$ cat src/include/shifter_defines.svh
`ifndef SHIFTER_DEFINES_SVH
`define SHIFTER_DEFINES_SVH

`define STAGE_COUNT 8
`define STAGE_RESET 8'h00
`define LAST_STAGE 7
`define SYNC_DEPTH 3
// Idle pin image for the filters: load inactive high, clocks and serial low.
`define CTL_IDLE 4'h8

`endif

$ cat src/include/shifter_pkg.sv
`default_nettype none
`include "shifter_defines.svh"

package shifter_pkg;
    typedef logic [`STAGE_COUNT-1:0] stage_vec_t;
    typedef struct packed {
        logic load_n;
        logic clk_a;
        logic clk_b;
        logic serial;
    } pin_ctl_t;
    typedef struct packed {
        logic q_true;
        logic q_comp;
    } serial_out_t;
endpackage : shifter_pkg

`default_nettype wire

$ cat src/hdl/parallel_to_serial_shifter.sv
`timescale 1ns/10ps
`default_nettype none
`include "shifter_defines.svh"

// What this block does
// Eight stages load parallel inputs while low.
// Parallel load overrides shifting, any clock state.
// Held load keeps tracking parallel input changes.
// Shift only on combined clock rising edge.
// Serial input enters first; stages move right.
// Shift clock is OR of both inputs.
// A high clock input inhibits the other.
// Rising inhibit with other low clocks once.
// Last stage drives true and complement outputs.
// Host keeps load high while shifting.
// Sample pins; detect OR rising edge synchronously.
module parallel_to_serial_shifter (
    // System clock and reset.
    input wire logic mclk,
    input wire logic rst_n,
    // Host pins, asynchronous to mclk.
    input wire logic parallel_load_n,
    input wire logic serial_in,
    input wire logic clock_in_a,
    input wire logic clock_in_b,
    input wire shifter_pkg::stage_vec_t parallel_in,
    // Serial outputs.
    output logic last_stage_out,
    output logic last_stage_out_n
);
    import shifter_pkg::*;

    // Each control pin passes three flops; a change counts once stages two and three agree.
    pin_ctl_t sync1_r;
    pin_ctl_t sync2_r;
    pin_ctl_t sync3_r;
    pin_ctl_t ctl_r;
    stage_vec_t par1_r;
    stage_vec_t par2_r;
    stage_vec_t par3_r;
    stage_vec_t par_r;
    stage_vec_t stages_r;
    stage_vec_t stages_nxt;
    logic or_clk_prev_r;
    pin_ctl_t pin_now;
    pin_ctl_t ctl_nxt;
    stage_vec_t par_nxt;
    logic or_clk;
    logic shift_edge;
    logic last_n_r;
    // Reset image of the stages, kept as a constant so single bits can be picked from it.
    localparam stage_vec_t stage_init = `STAGE_RESET;

    assign pin_now = '{load_n: parallel_load_n, clk_a: clock_in_a, clk_b: clock_in_b,
                       serial: serial_in};
    // Hold the last agreed value while stages two and three disagree.
    assign ctl_nxt = (sync2_r ^ sync3_r) & ctl_r | ~(sync2_r ^ sync3_r) & sync3_r;
    assign par_nxt = (par2_r ^ par3_r) & par_r | ~(par2_r ^ par3_r) & par3_r;

    assign or_clk = ctl_r.clk_a | ctl_r.clk_b;
    // A rising inhibit with the other input low is an edge too, as on the real part.
    assign shift_edge = or_clk & ~or_clk_prev_r;

    // Load is a level and wins every cycle it is seen; an edge arriving under load is
    // dropped, not held over until load is released.
    assign stages_nxt = !ctl_r.load_n ? par_r :
                        shift_edge ? {stages_r[`LAST_STAGE-1:0], ctl_r.serial} :
                        stages_r;

    // The filters come up at the idle pin levels, so the release of reset
    // never looks like a clock edge or a load.
    always_ff @(posedge mclk) begin
        if (!rst_n) begin
            sync1_r <= `CTL_IDLE;
            sync2_r <= `CTL_IDLE;
            sync3_r <= `CTL_IDLE;
            ctl_r <= `CTL_IDLE;
            last_n_r <= ~stage_init[`LAST_STAGE];
            par1_r <= `STAGE_RESET;
            par2_r <= `STAGE_RESET;
            par3_r <= `STAGE_RESET;
            par_r <= `STAGE_RESET;
            stages_r <= `STAGE_RESET;
            or_clk_prev_r <= 1'b0;
        end else begin
            sync1_r <= pin_now;
            sync2_r <= sync1_r;
            sync3_r <= sync2_r;
            ctl_r <= ctl_nxt;
            par1_r <= parallel_in;
            par2_r <= par1_r;
            par3_r <= par2_r;
            par_r <= par_nxt;
            stages_r <= stages_nxt;
            or_clk_prev_r <= or_clk;
            last_n_r <= ~stages_nxt[`LAST_STAGE];
        end
    end

    // Only the last stage is visible. The complement has a flop of its own, so both
    // outputs come straight from registers and switch on the same edge.
    assign last_stage_out = stages_r[`LAST_STAGE];
    assign last_stage_out_n = last_n_r;

    property p_load_follows;
        @(posedge mclk) disable iff (!rst_n) !ctl_r.load_n |=> stages_r == $past(par_r);
    endproperty
    a_load_follows: assert property (p_load_follows) else $error("load did not copy inputs");

    property p_load_overrides;
        @(posedge mclk) disable iff (!rst_n)
            (!ctl_r.load_n && shift_edge) |=> stages_r == $past(par_r);
    endproperty
    a_load_overrides: assert property (p_load_overrides) else $error("shift beat load");

    property p_track;
        @(posedge mclk) disable iff (!rst_n)
            (!ctl_r.load_n && $changed(par_r)) |=> stages_r == $past(par_r);
    endproperty
    a_track: assert property (p_track) else $error("load did not track inputs");

    property p_hold;
        @(posedge mclk) disable iff (!rst_n)
            (ctl_r.load_n && !shift_edge) |=> $stable(stages_r);
    endproperty
    a_hold: assert property (p_hold) else $error("stages changed without edge");

    property p_shift;
        @(posedge mclk) disable iff (!rst_n)
            (ctl_r.load_n && shift_edge) |=>
                stages_r == {$past(stages_r[`LAST_STAGE-1:0]), $past(ctl_r.serial)};
    endproperty
    a_shift: assert property (p_shift) else $error("wrong right shift");

    property p_either_clock;
        @(posedge mclk) disable iff (!rst_n)
            (ctl_r.load_n && !or_clk_prev_r && (ctl_r.clk_a || ctl_r.clk_b)) |=>
                stages_r[0] == $past(ctl_r.serial);
    endproperty
    a_either_clock: assert property (p_either_clock) else $error("clock input ignored");

    property p_inhibit;
        @(posedge mclk) disable iff (!rst_n)
            (ctl_r.load_n && or_clk_prev_r && (ctl_r.clk_a || ctl_r.clk_b)) |=> $stable(stages_r);
    endproperty
    a_inhibit: assert property (p_inhibit) else $error("inhibit did not hold");

    property p_outputs;
        @(posedge mclk) disable iff (!rst_n)
            last_stage_out == stages_r[`LAST_STAGE] &&
                last_stage_out_n == ~stages_r[`LAST_STAGE];
    endproperty
    a_outputs: assert property (p_outputs) else $error("outputs not complementary");

    // Both outputs must leave reset at the reset image of the last stage.
    property p_reset_state;
        @(posedge mclk) !rst_n |=> last_stage_out == stage_init[`LAST_STAGE] &&
            last_stage_out_n == ~stage_init[`LAST_STAGE];
    endproperty
    a_reset_state: assert property (p_reset_state) else $error("outputs wrong after reset");

    // The complement flop is fed from the next-state path; it must move with the true output.
    property p_shift_out;
        @(posedge mclk) disable iff (!rst_n)
            (ctl_r.load_n && shift_edge) |=>
                last_stage_out == $past(stages_r[`LAST_STAGE-1]) &&
                last_stage_out_n == ~$past(stages_r[`LAST_STAGE-1]);
    endproperty
    a_shift_out: assert property (p_shift_out) else $error("output missed the shift");

    property p_load_clocked;
        @(posedge mclk) disable iff (!rst_n)
            (!ctl_r.load_n && (ctl_r.clk_a || ctl_r.clk_b)) |=> stages_r == $past(par_r);
    endproperty
    a_load_clocked: assert property (p_load_clocked) else $error("clock broke load");

    // Either input alone, with the other low throughout, must give one full right shift.
    property p_clock_a_alone;
        @(posedge mclk) disable iff (!rst_n)
            (ctl_r.load_n && $rose(ctl_r.clk_a) && !ctl_r.clk_b && !$past(ctl_r.clk_b)) |=>
                stages_r == {$past(stages_r[`LAST_STAGE-1:0]), $past(ctl_r.serial)};
    endproperty
    a_clock_a_alone: assert property (p_clock_a_alone) else $error("clock a ignored");

    property p_clock_b_alone;
        @(posedge mclk) disable iff (!rst_n)
            (ctl_r.load_n && $rose(ctl_r.clk_b) && !ctl_r.clk_a && !$past(ctl_r.clk_a)) |=>
                stages_r == {$past(stages_r[`LAST_STAGE-1:0]), $past(ctl_r.serial)};
    endproperty
    a_clock_b_alone: assert property (p_clock_b_alone) else $error("clock b ignored");

    // Raising one input while the other is already high is the clean inhibit: no shift.
    property p_inhibit_rise;
        @(posedge mclk) disable iff (!rst_n)
            (ctl_r.load_n && (($rose(ctl_r.clk_a) && ctl_r.clk_b && $past(ctl_r.clk_b)) ||
                ($rose(ctl_r.clk_b) && ctl_r.clk_a && $past(ctl_r.clk_a)))) |=>
                $stable(stages_r);
    endproperty
    a_inhibit_rise: assert property (p_inhibit_rise) else $error("inhibit rise shifted");

    // A filtered pin may only move to a value that stages two and three agreed on.
    property p_settle_ctl;
        @(posedge mclk) disable iff (!rst_n)
            ((ctl_r ^ $past(ctl_r)) & ($past(sync2_r) ^ $past(sync3_r))) == 4'h0 &&
            (($past(sync2_r) ~^ $past(sync3_r)) & (ctl_r ^ $past(sync3_r))) == 4'h0;
    endproperty
    a_settle_ctl: assert property (p_settle_ctl) else $error("control filter slipped");

    property p_settle_par;
        @(posedge mclk) disable iff (!rst_n)
            ((par_r ^ $past(par_r)) & ($past(par2_r) ^ $past(par3_r))) == 8'h00 &&
            (($past(par2_r) ~^ $past(par3_r)) & (par_r ^ $past(par3_r))) == 8'h00;
    endproperty
    a_settle_par: assert property (p_settle_par) else $error("data filter slipped");

    // Every stage past the first takes its neighbour's old content on a shift.
    for (genvar k = 1; k < `STAGE_COUNT; k++) begin : g_move
        property p_move;
            @(posedge mclk) disable iff (!rst_n)
                (ctl_r.load_n && shift_edge) |=> stages_r[k] == $past(stages_r[k-1]);
        endproperty
        a_move: assert property (p_move) else $error("stage did not move right");
    end
endmodule : parallel_to_serial_shifter

`default_nettype wire

$ cat config.mk
export PLATFORM = sky130hd
export DESIGN_NAME = parallel_to_serial_shifter
export DESIGN_NICKNAME = d
export VERILOG_FILES = /design/src/include/shifter_pkg.sv /design/src/hdl/parallel_to_serial_shifter.sv
export VERILOG_INCLUDE_DIRS = /design/src /design/src/include
export SDC_FILE = /design/constraint.sdc
export NUM_CORES = 1
export LEC_CHECK = 0
export BUFFER_PORTS_ARGS = -buffer_cell sky130_fd_sc_hd__clkbuf_2
export CAP_MARGIN = 20
export CORE_UTILIZATION = 56
export DETAILED_ROUTE_END_ITERATION = 7
export HOLD_SLACK_MARGIN = 0.02
export PLACE_DENSITY = 0.86
export SYNTH_ARGS = -nofsm -noshare
export SYNTH_HDL_FRONTEND = slang
export SYNTH_SLANG_ARGS = --single-unit
$ cat constraint.sdc
create_clock -name mclk -period 1.3 [get_ports mclk]
set_input_delay 0.13 -clock mclk [delete_from_list [all_inputs] [get_ports mclk]]
set_output_delay 0.13 -clock mclk [all_outputs]
set_load 0.02 [all_outputs]
[Word level (Yosys, flattened, before mapping)]
Cells that the tools add are included.
Cells by class
  equal/unequal tests: 1
  mux-type cells: 2
  bitwise gates (word level): 14
Operators by type and width (count)
  8-bit bitwise AND: 2
  8-bit two-way mux: 2
  4-bit bitwise AND: 2
  8-bit inverter: 1
  8-bit OR: 1
  8-bit XOR: 1
  4-bit inverter: 1
  4-bit OR: 1
  4-bit XOR: 1
  2-bit by 1-bit != test with 1-bit output (second input constant): 1
  1-bit inverter: 2
  1-bit bitwise AND: 1
  1-bit OR: 1
Word-level totals
  bits in registers: 58
  input bits: 14
  logic and storage cells: 41

[Longest topological paths before layout]
  word-level depth: 5
  gate-level depth with buffers: 4

[Least setup slack after synthesis]
OpenSTA, ideal clock, no wires.
  kind: flip-flop to flip-flop
  start: reg with a tool-made name
  end: reg last_n_r (netlist: last_stage_out_n)
  setup time: 0.116 ns
  arrival time: 0.862 ns
  data required time: 1.184 ns
  slack: 0.322 ns
  cell stages (with the launch flop): 4
  path buffers: 0
  period minus slack after synthesis: 0.978 ns
  cells stage by stage: dfxtp_1 o21bai_2 nand2_1 a31o_1
RTL lines
  end signal: assignment: line parallel_to_serial_shifter.sv:78  | last_n_r <= ~stage_init[`LAST_STAGE];
  end signal: assignment: line parallel_to_serial_shifter.sv:96  | last_n_r <= ~stages_nxt[`LAST_STAGE];
  end: declaration: line parallel_to_serial_shifter.sv:50  | logic last_n_r;

==> reports/qor.txt <==
DP HPWL -> 1.85 mm
worst skew pair latency -> 0.37 ns
CTS tree -> built
Sw Ratio -> 0.211
Max transition margin -> 0.738
Power Dens Cells -> 1440 nW/um2
Nets -> 220
DR pass1 iterations -> 4
Total Die Area -> 3470 um2
Max clock buf depth -> 2
CTS root buf -> clkbuf_4
Die X -> 58.9 um
RSZ-0062 raised after global routing -> false
critical setup path kind -> reg -> reg
Storage cell area -> 1160 um2
Starting Density -> 0.594
DR WL/cell -> 11.3 um
synth top area cells -> dfxtp_1 (64%), and2_1 (11%), o21ai_0 (5.5%)
area occupied by multi-input gates -> 608 um2
Tot GR Track Use -> 0.204
H-tree level count -> 3
first-pass GRT wire length -> 4.98 mm
Sink Count -> 58
chip height -> 58.9 um
Pint -> 0.00246 W
Setup Buffers After CTS -> 0
DRT met1 WL -> 1.18 mm
sequential share of the synthesized area -> 0.640
MaxCap Viol Count -> 0
Worst setup EP type -> register
FF+latch count, synth -> 58
fin. max-slew vios -> 0
area delta synth->final -> 19.9%
CP max stage delay -> 0.35 ns
final worst path period share -> 0.856
share of the synthesized area in the top cell type -> 0.640
Seq pwr share -> 0.590
final hold violations -> 0
static leakage -> 0.843 nW
Placer Congestion -> 0.795
number of distinct library cells after synthesis -> 17
Tightest Pin Transition -> 0.393 ns
startpoint types -> register
Via density -> 4.95
Mapped Area -> 1810 um2
Fmax -> 899 MHz
port bufs -> 15
share of post-route cells with drive strength above 1 -> 0.171
Iter 0 DRT Violations -> 45
clk_skew -> 0.0109 ns
share of total power in the clock network -> 0.372
CTS resizes -> 0
crit path cell chain -> o21bai_2 -> nand2_1 -> a31o_1
via count -> 1261
area leader, netlist -> dfxtp_1
Worst-path clk slew -> 0.09 ns
setup TNS -> 0 ns
number of fill cells -> 220
crit path DAT -> 1.38 ns
combinational power share -> 0.038
worst-path fanout max -> 8
largest net degree at the start of global routing -> 35
global route overflow -> 0
# IOs -> 16
met2 routed WL -> 1.46 mm
antenna violations before repair -> 0
outcome -> completed
Syn Area/Cell -> 10.4 um2
Met3 Routed Length -> 170 um
HP Class -> in -> reg
total CTS buffers -> 9
synth warn -> 0
Critical-path top delay cell -> dfxtp_1
Final Util -> 0.712
Final Critical Period -> 1.11 ns
Synth Instances -> 175
Rows -> 20
setup violators final -> 0
Sw Pwr -> 0.000659 W
DRC Markers -> 0
Routed Antenna Nets -> 0
Top Layer Used -> met4
Worst EP required -> 1.57 ns
Routed WL -> 2.88 mm
Worst VDD drop -> 1.09 mV
Post-Syn Nets -> 189
# diodes -> 0
number of global-route vias before repair -> 1177
Post-CTS Hold Buffers -> 12
Core ar. -> 3050 um2
## kinds of logic after synthesis
kind of cell	synth area share
AND/OR/NAND/NOR	0.183
buffers and inverters	0.0248
flip-flops	0.640
AO/OA/AOI/OAI	0.152
## path summary, 6_finish.rpt
kind	startpoint	endpoint	slack, ns	cells past startpoint
min reg2reg	sync1_r[3]$_SDFF_PN1_	sync2_r[3]$_SDFF_PN1_	0.42	1
max reg2reg	register	last_stage_out_n$_SDFF_PN1_	0.19	3
max	register	last_stage_out_n$_SDFF_PN1_	0.19	3
min	rst_n	or_clk_prev_r$_SDFF_PN0_	0.26	2
## power by group through the flow
| stage | Sequential (W) | Clock (W) | Combinational, W |
|---|---|---|---|
| after global routing | 0.00185 | 0.00128 | 0.000132 |
| after CTS | 0.00184 | 0.00119 | 0.000118 |
| after global placement | 0.00188 | 0 | 0.0000849 |
| after detailed placement | 0.00188 | 0 | 0.0000899 |
| after floorplan | 0.00188 | 0 | 0.0000582 |
| final | 0.00184 | 0.00116 | 0.000118 |
## layout make-up
type | count | share of cell area
tap | 44 | 0.0253
sequential | 58 | 0.534
timing repair buffer | 29 | 0.102
clock inverter | 7 | 0.0276
clock buffer | 9 | 0.0311
multi-input combinational | 108 | 0.280
## metal layers
layer | vias up | global-route usage
li1 | 638 | -
met1 | 579 | 0.226
met2 | 37 | 0.336
met3 | 7 | 0.0857
met4 | 0 | 0.102
met5 | - | 0
## worst max-delay path, delay by kind of cell (launching register included)
kind / cells / cell delay, ns
flip-flops: 1 / 0.35
AND/OR/NAND/NOR: 1 / 0.13
AO/OA/AOI/OAI: 2 / 0.54
## synthesized netlist by cell type, drive strengths merged
cell / instances
a21boi: 11
a31oi: 8
o21ba: 1
nand2b: 3
nor2: 1
o21ai: 20
o21a: 1
buf: 4
clkbuf: 5
o21bai: 1
a21oi: 1
and2: 33
a31o: 1
nand2: 27
dfxtp: 58
## metrics by stage
| step | instance area, um2 | cells | power [W] | setup slack (ns) | hold WS (ns) |
|---|---|---|---|---|---|
| after floorplan | 1810 | 175 | 0.00193 | 0.322 | 0.231 |
| after global placement | 1930 | 227 | 0.00196 | 0.272 | 0.310 |
| after detailed placement | 1930 | 227 | 0.00197 | 0.204 | 0.319 |
| after CTS | 2170 | 255 | 0.00315 | 0.197 | 0.247 |
| after global routing | 2170 | 255 | 0.00326 | 0.0772 | 0.284 |
| final | 2170 | 255 | 0.00312 | 0.187 | 0.255 |
## cell usage in the layout, fill, tap and decap left out, types with 6 or more instances in the layout
master	n
nand2_1	26
a31oi_1	8
dfxtp_1	58
o21ai_0	20
dlygate4sd3_1	12
clkbuf_4	9
a21boi_0	11
and2_1	33
clkbuf_2	15
clkinv_2	6
Note: power is estimated with default switching activity, not from simulation.
